[config.mk]
export PLATFORM = sky130hd
export DESIGN_NAME = qsc_ctrl
export DESIGN_NICKNAME = d
export VERILOG_FILES = /design/src/inc/qsc_pkg.sv /design/src/verilog/qsc_ctrl.sv
export VERILOG_INCLUDE_DIRS = /design/src /design/src/inc
export SDC_FILE = /design/constraint.sdc
export NUM_CORES = 1
export LEC_CHECK = 0
export BUFFER_PORTS_ARGS = -buffer_cell sky130_fd_sc_hd__buf_4
export CAP_MARGIN = 25
export CORE_MARGIN = 2
export CORE_UTILIZATION = 60
export CTS_BUF_LIST = sky130_fd_sc_hd__clkbuf_16
export DETAILED_ROUTE_END_ITERATION = 8
export PLACE_DENSITY_LB_ADDON = 0.3
export SYNTH_ARGS = -nofsm -noshare
export SYNTH_HDL_FRONTEND = slang
export SYNTH_SLANG_ARGS = --single-unit
[constraint.sdc]
create_clock -name core_clk -period 28.7 [get_ports core_clk]
set_clock_uncertainty 0.1 [all_clocks]
set_input_delay 4.305 -clock core_clk [delete_from_list [all_inputs] [get_ports core_clk]]
set_output_delay 4.305 -clock core_clk [all_outputs]
set_load 0.01 [all_outputs]
[src/inc/qsc_defs.svh]
// Purpose: Shared constants of the quad rate SRAM controller ports.
// Assumes: Core clock of 50 MHz.
// Notes: Widths follow the 36-bit datapath.
`ifndef QSC_DEFS_SVH
`define QSC_DEFS_SVH
`define QSC_ADDR_W 18
`define QSC_DATA_W 36
`define QSC_BE_W 4
`define QSC_LANE_W 9
`define QSC_DLY_W 6
`define QSC_DLY_TAPS 64
`define QSC_CLK_NS 20
`define QSC_TRAIN_TMO_NS 100000
`define QSC_TRAIN_ITER 5'h10
`define QSC_RD_LAT_EV 2'h2
`define QSC_BE_RST 4'hF
`endif

[src/inc/qsc_pkg.sv]
// Purpose: Types of the quad rate SRAM controller ports.
// Assumes: qsc_defs.svh on the include path.
// Notes: Requests travel as packed structs.
`include "qsc_defs.svh"
package qsc_pkg;
  typedef struct packed {
    logic [`QSC_ADDR_W-1:0] addr;
    logic [`QSC_DATA_W-1:0] data;
    logic [`QSC_BE_W-1:0] be_n;
  } qsc_wr_s;
  typedef struct packed {
    logic [`QSC_ADDR_W-1:0] addr;
    logic [`QSC_BE_W-1:0] be_n;
  } qsc_rd_s;
  typedef enum logic [1:0] {
    QSC_TRAIN = 2'b00,
    QSC_RUN = 2'b01,
    QSC_FAIL = 2'b10
  } qsc_state_e;
endpackage

[src/verilog/qsc_ctrl.sv]
// Purpose: Write and read bus ports in front of a quad rate SRAM.
// Assumes: Echo and capture clocks are sampled by core_clk.
// Notes: One memory command slot spans two core clocks.
//
// Local design decisions: the two-clock command slot and whole-clock echo delay steps.
`timescale 1ns/1ns
`default_nettype none
`include "qsc_defs.svh"

// ----------------------------------------
// Input synchroniser with agreement filter
// ----------------------------------------
module qsc_sync #(
  parameter int W = 1
) (
  input wire logic core_clk,
  input wire logic rst,
  input wire logic [W-1:0] d,
  output logic [W-1:0] q
);
  logic [W-1:0] s1_r;
  logic [W-1:0] s2_r;
  logic [W-1:0] s3_r;

  always_ff @(posedge core_clk or posedge rst) begin
    if (rst) begin
      s1_r <= '0;
      s2_r <= '0;
      s3_r <= '0;
    end else begin
      s1_r <= d;
      s2_r <= s1_r;
      s3_r <= s2_r;
    end
  end

  // A bit changes only once the second and third stages agree.
  always_ff @(posedge core_clk or posedge rst) begin
    if (rst) begin
      q <= '0;
    end else begin
      q <= (s2_r & s3_r) | (q & (s2_r ^ s3_r));
    end
  end
endmodule

// ----------------------------------------
// Echo delay line with tap edge detector
// ----------------------------------------
// The line only shifts in whole core clock steps; finer phase is not possible here.
module qsc_dly_tap #(
  parameter int TAPS = `QSC_DLY_TAPS,
  parameter int SEL_W = `QSC_DLY_W
) (
  input wire logic core_clk,
  input wire logic rst,
  input wire logic d,
  input wire logic [SEL_W-1:0] sel,
  output logic rise
);
  logic [TAPS-1:0] line_r;
  logic tap_prev_r;

  always_ff @(posedge core_clk or posedge rst) begin
    if (rst) begin
      line_r <= '0;
    end else begin
      line_r <= {line_r[TAPS-2:0], d};
    end
  end

  // The tap is registered as well, so each rising edge is seen exactly once.
  always_ff @(posedge core_clk or posedge rst) begin
    if (rst) begin
      tap_prev_r <= 1'b0;
    end else begin
      tap_prev_r <= line_r[sel];
    end
  end

  // Moving the tap while a read is pending can fake or lose one edge.
  always_comb begin
    rise = line_r[sel] & ~tap_prev_r;
  end
endmodule

// ----------------------------------------
// Controller
// ----------------------------------------
// Functional notes
// Core reset may assert anytime; its release is synchronous to the core clock.
// Raise training-done once read-capture training succeeds; accesses then proceed.
// Flag calibration failure when training exhausts iterations without aligning capture.
// Training seeks a rising edge on read bit 0; flag pattern missing otherwise.
// Byte enables on both ports are active low; zero enables the lane.
// Write wait refuses the write this cycle; master keeps presenting it.
// Read wait refuses the read this cycle; master retries later.
// Read data stands in the same cycle as its single valid pulse.
// Memory read select is active low and held high during reset.
// Memory write select is active low and held high during reset.
// In strobe mode a six-bit control sets echo clock delay shift.
// In non-strobe mode a separate capture clock captures read data.
// Write data width is configurable; read width matches it.
// A write is taken only with write select and write request high.
// A read is taken only with read select and read request high.
// Memory input clocks run continuously, regardless of transactions.
// Free-running echo clocks from memory time the read data capture.
// Datapath carries 36-bit data, 18-bit addresses, 4-bit active-low enables.
// A read and write arriving together: write served first, read deferred.
// Masters hold request fields stable while the port's wait stays high.
module qsc_ctrl
  import qsc_pkg::*;
#(
  parameter int TRAIN_TMO_CYC = `QSC_TRAIN_TMO_NS / `QSC_CLK_NS
) (
  input wire logic core_clk,
  input wire logic rst,
  input wire logic wr_cs,
  input wire logic wr_req,
  input wire qsc_wr_s wr_cmd,
  output logic wr_wait,
  input wire logic rd_cs,
  input wire logic rd_req,
  input wire qsc_rd_s rd_cmd,
  output logic rd_wait,
  output logic [`QSC_DATA_W-1:0] rd_data,
  output logic rd_valid,
  output logic [`QSC_ADDR_W-1:0] mem_addr,
  output logic [`QSC_BE_W-1:0] mem_be_n,
  output logic [`QSC_DATA_W-1:0] mem_d,
  output logic mem_rd_sel_n,
  output logic mem_wr_sel_n,
  output logic mem_input_clock,
  output logic mem_input_clock_inv,
  input wire logic mem_echo_clock,
  input wire logic mem_echo_clock_inv,
  input wire logic [`QSC_DATA_W-1:0] mem_q,
  input wire logic strobe_mode,
  input wire logic [`QSC_DLY_W-1:0] delay_ctrl,
  input wire logic capture_clock,
  output logic training_done,
  output logic calibration_failed,
  output logic pattern_missing
);
  qsc_state_e state_r;
  logic kph_r;
  logic echo_f;
  logic echo_inv_f;
  logic cap_f;
  logic [`QSC_DATA_W-1:0] q_f;
  logic echo_rise;
  logic echo_inv_rise;
  logic cap_prev_r;
  logic cap_ev;
  logic wr_take;
  logic rd_take;
  logic trn_rd;
  logic rd_pend_r;
  logic [1:0] rd_cnt_r;
  logic [`QSC_BE_W-1:0] rd_be_r;
  logic [4:0] iter_r;
  logic have_prev_r;
  logic prev0_r;
  logic toggled_r;
  logic [31:0] tmo_r;

  // ----------------------------------------
  // Input sampling
  // ----------------------------------------
  qsc_sync #(.W(1)) u_sync_echo (.core_clk(core_clk), .rst(rst), .d(mem_echo_clock), .q(echo_f));
  qsc_sync #(.W(1)) u_sync_echo_inv (.core_clk(core_clk), .rst(rst), .d(mem_echo_clock_inv), .q(echo_inv_f));
  qsc_sync #(.W(1)) u_sync_cap (.core_clk(core_clk), .rst(rst), .d(capture_clock), .q(cap_f));
  qsc_sync #(.W(`QSC_DATA_W)) u_sync_q (.core_clk(core_clk), .rst(rst), .d(mem_q), .q(q_f));

  // ----------------------------------------
  // Echo delay line and capture events
  // ----------------------------------------
  qsc_dly_tap #(.TAPS(`QSC_DLY_TAPS), .SEL_W(`QSC_DLY_W)) u_tap_echo (
    .core_clk(core_clk),
    .rst(rst),
    .d(echo_f),
    .sel(delay_ctrl),
    .rise(echo_rise)
  );
  qsc_dly_tap #(.TAPS(`QSC_DLY_TAPS), .SEL_W(`QSC_DLY_W)) u_tap_echo_inv (
    .core_clk(core_clk),
    .rst(rst),
    .d(echo_inv_f),
    .sel(delay_ctrl),
    .rise(echo_inv_rise)
  );

  always_ff @(posedge core_clk or posedge rst) begin
    if (rst) begin
      cap_prev_r <= 1'b0;
    end else begin
      cap_prev_r <= cap_f;
    end
  end

  always_comb begin
    if (strobe_mode) begin
      cap_ev = echo_rise | echo_inv_rise;
    end else begin
      cap_ev = cap_f & ~cap_prev_r;
    end
  end

  // ----------------------------------------
  // Memory clocks
  // ----------------------------------------
  always_ff @(posedge core_clk or posedge rst) begin
    if (rst) begin
      kph_r <= 1'b0;
      mem_input_clock <= 1'b0;
      mem_input_clock_inv <= 1'b1;
    end else begin
      kph_r <= ~kph_r;
      mem_input_clock <= ~mem_input_clock;
      mem_input_clock_inv <= ~mem_input_clock_inv;
    end
  end

  // ----------------------------------------
  // Request acceptance
  // ----------------------------------------
  // Requests are taken only at the start of a slot, so the shared address bus never clashes.
  always_comb begin
    wr_wait = (state_r != QSC_RUN) | kph_r;
    wr_take = wr_cs & wr_req & ~wr_wait;
    rd_wait = (state_r != QSC_RUN) | kph_r | rd_pend_r | (wr_cs & wr_req);
    rd_take = rd_cs & rd_req & ~rd_wait;
    trn_rd = (state_r == QSC_TRAIN) & ~kph_r;
  end

  // ----------------------------------------
  // Memory command slot
  // ----------------------------------------
  always_ff @(posedge core_clk or posedge rst) begin
    if (rst) begin
      mem_wr_sel_n <= 1'b1;
      mem_rd_sel_n <= 1'b1;
      mem_addr <= '0;
      mem_be_n <= `QSC_BE_RST;
      mem_d <= '0;
    end else if (!kph_r) begin
      mem_wr_sel_n <= ~wr_take;
      mem_rd_sel_n <= ~(rd_take | trn_rd);
      if (wr_take) begin
        mem_addr <= wr_cmd.addr;
        mem_be_n <= wr_cmd.be_n;
        mem_d <= wr_cmd.data;
      end else if (rd_take) begin
        mem_addr <= rd_cmd.addr;
        mem_be_n <= `QSC_BE_RST;
      end
    end
  end

  // ----------------------------------------
  // Read return
  // ----------------------------------------
  always_ff @(posedge core_clk or posedge rst) begin
    if (rst) begin
      rd_pend_r <= 1'b0;
      rd_cnt_r <= 2'h0;
      rd_be_r <= `QSC_BE_RST;
      rd_valid <= 1'b0;
      rd_data <= '0;
    end else begin
      rd_valid <= 1'b0;
      if (rd_take) begin
        rd_pend_r <= 1'b1;
        rd_cnt_r <= `QSC_RD_LAT_EV;
        rd_be_r <= rd_cmd.be_n;
      end else if (rd_pend_r && cap_ev) begin
        if (rd_cnt_r == 2'h1) begin
          rd_pend_r <= 1'b0;
          rd_valid <= 1'b1;
          for (int i = 0; i < `QSC_BE_W; i++) begin
            rd_data[i*`QSC_LANE_W +: `QSC_LANE_W] <= rd_be_r[i] ? '0 : q_f[i*`QSC_LANE_W +: `QSC_LANE_W];
          end
        end
        rd_cnt_r <= rd_cnt_r - 2'h1;
      end
    end
  end

  // ----------------------------------------
  // Training
  // ----------------------------------------
  // The timeout only runs in training, so a finished training never refires it.
  always_ff @(posedge core_clk or posedge rst) begin
    if (rst) begin
      tmo_r <= 32'h0;
    end else if (state_r == QSC_TRAIN) begin
      tmo_r <= tmo_r + 32'h1;
    end
  end

  // Reads issued during training return whatever the memory holds; bit 0 must rise from 0 to 1 between two captures.
  always_ff @(posedge core_clk or posedge rst) begin
    if (rst) begin
      state_r <= QSC_TRAIN;
      iter_r <= 5'h00;
      have_prev_r <= 1'b0;
      prev0_r <= 1'b0;
      toggled_r <= 1'b0;
      training_done <= 1'b0;
      calibration_failed <= 1'b0;
      pattern_missing <= 1'b0;
    end else begin
      unique case (state_r)
        QSC_TRAIN: begin
          if (cap_ev) begin
            have_prev_r <= 1'b1;
            prev0_r <= q_f[0];
            if (have_prev_r && (q_f[0] != prev0_r)) begin
              toggled_r <= 1'b1;
            end
            if (have_prev_r && !prev0_r && q_f[0]) begin
              state_r <= QSC_RUN;
              training_done <= 1'b1;
            end else if (iter_r == `QSC_TRAIN_ITER - 5'h01) begin
              state_r <= QSC_FAIL;
              calibration_failed <= toggled_r;
              pattern_missing <= ~toggled_r;
            end else begin
              iter_r <= iter_r + 5'h01;
            end
          end else if (tmo_r == TRAIN_TMO_CYC[31:0]) begin
            state_r <= QSC_FAIL;
            pattern_missing <= 1'b1;
          end
        end
        QSC_RUN: begin
          state_r <= QSC_RUN;
        end
        QSC_FAIL: begin
          state_r <= QSC_FAIL;
        end
        default: begin
          state_r <= QSC_FAIL;
        end
      endcase
    end
  end
endmodule
`default_nettype wire

==> results.txt, run 1 <==
status - finished, final reports clean
Max Root-Sink Buffers - 3
average cell area after synthesis - 14.9 um2
vias - 9021
worst-path fanout max - 3
Netlist Area Pre-Place - 15800 um2
maximum vdd drop - 0.0666 mV
Worst-Margin Slew - 1.16 ns
setup TNS - 0 ns
DRC - 0
FF-to-FF setup slack - 25.09 ns
critical path class - in -> out
cts bufs inserted - 44
die area - 27600 um2
cell count after synthesis - 1055
minimum clock period after layout - 9.58 ns
worst setup path end - rd_wait
switch share - 24.3%
Seq/Total Area, Yosys - 69.7%
met2 WL - 14600 um
Post-synth EDFFs - 0
Core ar. - 25900 um2
Max-cap violations - 0
Clock power frac - 36.5%
Worst setup EP type - output port
Final nets - 1487
WL/cell - 18.0 um
1st-pass router iterations - 4
ys async rst share - 100%
gp weighted congestion - 0.823
CTS H-tree depth - 2
highest routed layer - met4
vias per cell - 5.37
All-Layer GR Usage - 22.6%
Post-Syn Nets - 1231
post-synthesis register bit count - 439
Internal Power - 1090 uW
CTS tree - done
CTS resizes - 0
CTS Hold Buffers Added - 0
worst skew pair latency - 0.52 ns
Die Width - 166 um
Final Max Tran Viols - 0
unrepaired setup endpoints after global routing - no
initial antenna violation count - 1
PortBufs - 235
Pwr Density - 75.3 nW/um2
Cell Count Post-Placement - 1600
Initial Utilization - 60.9%
Rows - 59
register area - 11000 um2
Top FF cell, synth - dfrtp_1
Final Setup Violations - 0
estimated wirelength of the detail-placed design - 20100 um
pin count of the biggest net entering global routing - 201
total power - 1440 uW
layout cells sized above 1 - 29.4%
Rel. slew slack - 23.0%
first-pass GRT wire length - 50100 um
WP data arrival - 5.18 ns
crit path from - wr_cs
Synth-to-Final Area Change - 21.5%
Max Clock Freq - 104 MHz
Post-Route WL - 30300 um
setup bufs post-CTS - 0
Seq pwr share - 50.9%
CTS Sinks - 439
worst reg2reg startpoint - u_tap_echo_inv.line_r[48]
Root Driver - clkbuf_16
Period Utilization, post-route - 33.4%
Hold Crit Class - reg -> reg
multi-input logic area - 4530 um2
Reg2Reg Depth - 9
Finished Layout Cells - 1679
clock edge transition at the registers on the reported setup and hold paths - 0.06 ns
vias in the first global route - 9881
CP Launch Type - input pin
end-of-flow core utilization - 73.9%
Hold Vio Cnt, Final - 0
Die Ht - 166 um
Unique masters post-synth - 52
P_leak - 0.00970 uW
Reg-to-Reg End - rd_data[23]
WP data required - 24.29 ns
Post-Route M1 WL - 12800 um
Logic pwr share - 12.7%
Routed Antenna Nets - 0
Boundary Pins - 236
synth warn - 0
gr ovfl total - 0
met3 wire len - 2100 um
Iter 0 DRT Violations - 576
Fill cells - 1681
Switch Pwr - 351 uW
==> Yosys cell counts, types with 2 or more instances <==
cell type | instances | area, um2
dfrtp_1 | 428 | 10700
nand2_1 | 79 | 297
mux2i_1 | 74 | 741
mux2_2 | 57 | 642
nor2b_1 | 46 | 288
ha_1 | 44 | 551
a21o_1 | 39 | 293
nor2_1 | 27 | 101
o21ai_0 | 26 | 130
xnor2_1 | 23 | 201
mux2_4 | 18 | 270
nand3_1 | 17 | 85.1
inv_1 | 16 | 60.1
a22oi_1 | 15 | 113
clkbuf_1 | 14 | 52.6
xor2_1 | 12 | 105
a21oi_1 | 11 | 55.1
dfstp_2 | 11 | 289
nand4_1 | 11 | 68.8
and3_1 | 8 | 50.1
nand2b_1 | 8 | 50.1
buf_2 | 7 | 35.0
a211oi_1 | 6 | 45.0
buf_6 | 5 | 56.3
a31oi_1 | 4 | 25.0
and2_1 | 4 | 25.0
buf_4 | 4 | 30.0
nor4_1 | 4 | 25.0
nor4b_1 | 4 | 35.0
mux4_2 | 3 | 67.6
nand4b_1 | 3 | 26.3
or3_1 | 3 | 18.8
nor3_1 | 2 | 10.0
o22ai_1 | 2 | 12.5
o31ai_1 | 2 | 15.0
or4_1 | 2 | 15.0
==> cells in the final DEF (no fill, tap or decap), types with 12 or more instances in the layout <==
cell type	netlist	routed
ha_1	44	44
nand3_1	17	17
nor2_1	27	26
a22oi_1	15	15
clkbuf_16	0	45
mux2i_1	74	74
inv_1	16	24
buf_4	4	240
dfrtp_1	428	428
mux2_2	57	57
a21o_1	39	39
xnor2_1	23	23
nor2b_1	46	46
o21ai_0	26	26
xor2_1	12	12
mux2_4	18	18
nand2_1	79	79
==> cell families after synthesis <==
family	share of synthesized area, %
buf+inv	1.61
fa+ha+maj	3.49
simple gates	7.15
flops	69.7
compound gates	4.99
mux	11.1
xor+xnor	1.94
==> how the worst min path moves through the flow <==
stage | from | to | cells past startpoint
finish | u_sync_q.s1_r[7] | u_sync_q.s2_r[7] | 0
global route | u_sync_q.s1_r[5] | u_sync_q.s2_r[5] | 0
CTS | u_sync_q.s1_r[34] | u_sync_q.s2_r[34] | 0
detailed placement | u_sync_q.s1_r[16] | u_sync_q.s2_r[16] | 0
global placement | u_sync_q.s1_r[34] | u_sync_q.s2_r[34] | 0
floorplan | u_sync_cap.s1_r | u_sync_cap.s2_r | 0
==> power groups by stage <==
stage / logic (uW) / clock network (uW) / registers [uW]
global route: 201 / 566 / 742
floorplan: 89.9 / 0 / 746
finish: 183 / 526 / 734
CTS: 186 / 538 / 735
global placement: 177 / 0 / 741
detailed placement: 184 / 0 / 744
==> sequential cells by signal, summed over array words and instances (netlist names), 36 cells and up <==
signal                 flops
mem_d                     36
rd_data                   36
u_sync_q.q                36
u_sync_q.s1_r             36
u_sync_q.s2_r             36
u_sync_q.s3_r             36
u_tap_echo.line_r         64
u_tap_echo_inv.line_r     64
==> critical path, cell delays in order <==
cell	delay, ns
buf_4	0.11
nand2_1	0.12
nor3b_1	0.41
inv_1	0.08
buf_4	0.15
==> metrics by stage <==
step / worst slack [ns] / hold WS [ns] / area (um2)
finish: 19.12 / 0.243 / 19200
global route: 18.99 / 0.251 / 19200
CTS: 19.13 / 0.246 / 19200
detailed placement: 19.14 / 0.235 / 17800
global placement: 19.13 / 0.232 / 17800
floorplan: 12.08 / 0.231 / 15800
==> layer usage <==
metal | vias to the layer above | GRT usage (%)
met4 | 0 | 6.92
li1 | 4163 | -
met3 | 60 | 6.43
met1 | 4548 | 29.9
met5 | - | 0
met2 | 250 | 36.8
==> cell type report <==
cell class	instances	area share [%]
Timing Repair Buffer	241	9.51
Sequential cell	439	57.4
Clock buffer	45	5.88
Tap cell	335	2.19
Multi-Input combinational cell	569	23.6
Antenna cell	1	0.0131
Clock inverter	33	1.04
Inverter	16	0.353
(Power assumes the default switching activity.)
==> inputs of run 2 (changes only) <==
--- a/config.mk
+++ b/config.mk
@@ -9,7 +9,7 @@
 export BUFFER_PORTS_ARGS = -buffer_cell sky130_fd_sc_hd__buf_4
 export CAP_MARGIN = 25
 export CORE_MARGIN = 2
-export CORE_UTILIZATION = 60
+export CORE_UTILIZATION = 51
 export CTS_BUF_LIST = sky130_fd_sc_hd__clkbuf_16
 export DETAILED_ROUTE_END_ITERATION = 8
 export PLACE_DENSITY_LB_ADDON = 0.3
==> constraint.sdc (replaced) <==
create_clock -name core_clk -period 8.7 [get_ports core_clk]
set_clock_uncertainty 0.1 [all_clocks]
set_input_delay 1.305 -clock core_clk [delete_from_list [all_inputs] [get_ports core_clk]]
set_output_delay 1.305 -clock core_clk [all_outputs]
set_load 0.01 [all_outputs]
==> results.txt, run 2 (same netlist as run 1, synthesis figures left out) <==
status - finished, final reports clean
largest registers - u_tap_echo.line_r (64), u_tap_echo_inv.line_r (64)
Reg-to-Reg End - rd_data[33]
unrepaired setup endpoints after global routing - no
final hold slack - 0.242 ns
Rel. slew slack - 32.1%
Rows - 64
Iter 0 DRT Violations - 492
die area - 32300 um2
Boundary Pins - 236
worst skew pair latency - 0.53 ns
WL/cell - 17.3 um
clock edge transition at the registers on the reported setup and hold paths - 0.06 ns
Final Setup Violations - 0
CTS resizes - 0
Core ar. - 30500 um2
Max Clock Freq - 237 MHz
gp weighted congestion - 0.804
WP data required - 9.00 ns
vias per cell - 5.15
Pwr Density - 244 nW/um2
Routed Antenna Nets - 0
Root Driver - clkbuf_16
endpoint of the worst hold path - u_sync_q.s2_r[23]
PortBufs - 235
FF-to-FF setup slack - 5.39 ns
Seq pwr share - 51.7%
All-Layer GR Usage - 19.1%
DRC - 0
layout cells sized above 1 - 29.1%
WHS Path Cells - 0
Die Ht - 180 um
Worst-Margin Slew - 1.02 ns
vias - 8970
end-of-flow core utilization - 63.0%
Hold Vio Cnt, Final - 0
estimated wirelength of the detail-placed design - 20600 um
P_leak - 0.00972 uW
Hold Crit Class - reg -> reg
critical path class - in -> reg
1st-pass router iterations - 4
CP Launch Type - input pin
Post-Route WL - 30100 um
worst reg2reg startpoint - u_tap_echo_inv.line_r[49]
cts bufs inserted - 44
Switch Pwr - 1150 uW
pin count of the biggest net entering global routing - 145
initial antenna violation count - 0
Max-cap violations - 0
Final nets - 1490
Fill cells - 2271
Max Root-Sink Buffers - 3
worst-path fanout max - 38
CTS Sinks - 439
commonest non-fill, non-tap cell in the layout - dfrtp_1
Synth-to-Final Area Change - 21.8%
WP data arrival - 4.51 ns
Reg2Reg Depth - 9
setup bufs post-CTS - 0
CTS H-tree depth - 2
CTS tree - done
Final Max Tran Viols - 0
Worst setup EP type - flip-flop
most frequent cells in the layout - dfrtp_1, buf_4, nand2_1
Clock power frac - 35.5%
minimum clock period after layout - 4.21 ns
vias in the first global route - 9702
switch share - 24.5%
setup TNS - 0 ns
HP Start - u_sync_q.s1_r[23]
Antenna diodes - 0
Logic pwr share - 12.8%
maximum vdd drop - 0.147 mV
Period Utilization, post-route - 48.4%
gr ovfl total - 0
Die Width - 180 um
CTS Hold Buffers Added - 0
Internal Power - 3540 uW
first-pass GRT wire length - 50300 um
Initial Utilization - 51.7%
==> run 2: cell types whose count changed in the layout (fill, tap and decap cells not counted) <==
cell        before  now
clkinv_1        11    7
diode_2          1    0
buf_12           1    2
clkinv_2         8    6
bufinv_16        2    0
buf_4          240  241
inv_6            1    0
buf_8            0    1
clkinvlp_4       2    1
inv_1           24   34
==> run 2: routing by layer <==
layer | share of wire, % | track usage [%] | vias to the layer above | wire length (um)
li1 | - | - | 4168 | -
met1 | 44 | 25.7 | 4523 | 13200
met2 | 47 | 30.5 | 233 | 14100
met5 | 0 | 0 | - | 0
met4 | 2.2 | 5.33 | 0 | 673
met3 | 7.2 | 5.92 | 46 | 2180
==> run 2: cell type report <==
class	instances	area [um2]	share of cell area, %
clock inverter	33	139	0.723
sequential	439	11000	57.2
tap	396	495	2.58
multi-input combinational	569	4530	23.6
inverter	16	63.8	0.332
timing repair buffer	244	1860	9.70
clock buffer	45	1130	5.86
==> run 2: metrics by stage <==
stage,instances,setup WS (ns),instance area [um2],total power [uW]
2_1_floorplan,1055,1.37,15800,2760
3_3_place_gp,1662,3.96,17900,3040
3_5_place_dp,1662,3.91,17900,3070
4_1_cts,1740,4.48,19200,4760
5_1_grt,1742,4.26,19200,4920
6_report,1742,4.49,19200,4680
==> run 2: critical path, stage by stage <==
cell and delay (ns):
buf_4 0.38, mux4_1 0.61, a2bb2oi_1 0.14, nand2_1 0.09, a41oi_1 0.11, a31oi_1 0.22
a41oi_2 0.45, nand3_2 0.20, buf_4 0.55, mux2_2 0.41
==> run 2: power groups by stage <==
| stage | combinational, uW | sequential, uW | clock, uW |
|---|---|---|---|
| final | 599 | 2420 | 1660 |
| after CTS | 613 | 2430 | 1720 |
| after global routing | 665 | 2450 | 1800 |
| after global placement | 593 | 2450 | 0 |
| after detailed placement | 613 | 2460 | 0 |
| after floorplan | 297 | 2460 | 0 |
==> run 2: worst max path at each step <==
stage	startpoint	end	slack [ns]	cells past startpoint
after floorplan	rst	calibration_failed	1.37	1
after global placement	delay_ctrl[0]	rd_data[34]	3.96	10
after detailed placement	delay_ctrl[0]	rd_data[22]	3.91	10
after CTS	delay_ctrl[0]	rd_data[33]	4.48	10
after global routing	delay_ctrl[0]	rd_data[33]	4.26	10
final	delay_ctrl[0]	rd_data[33]	4.49	10
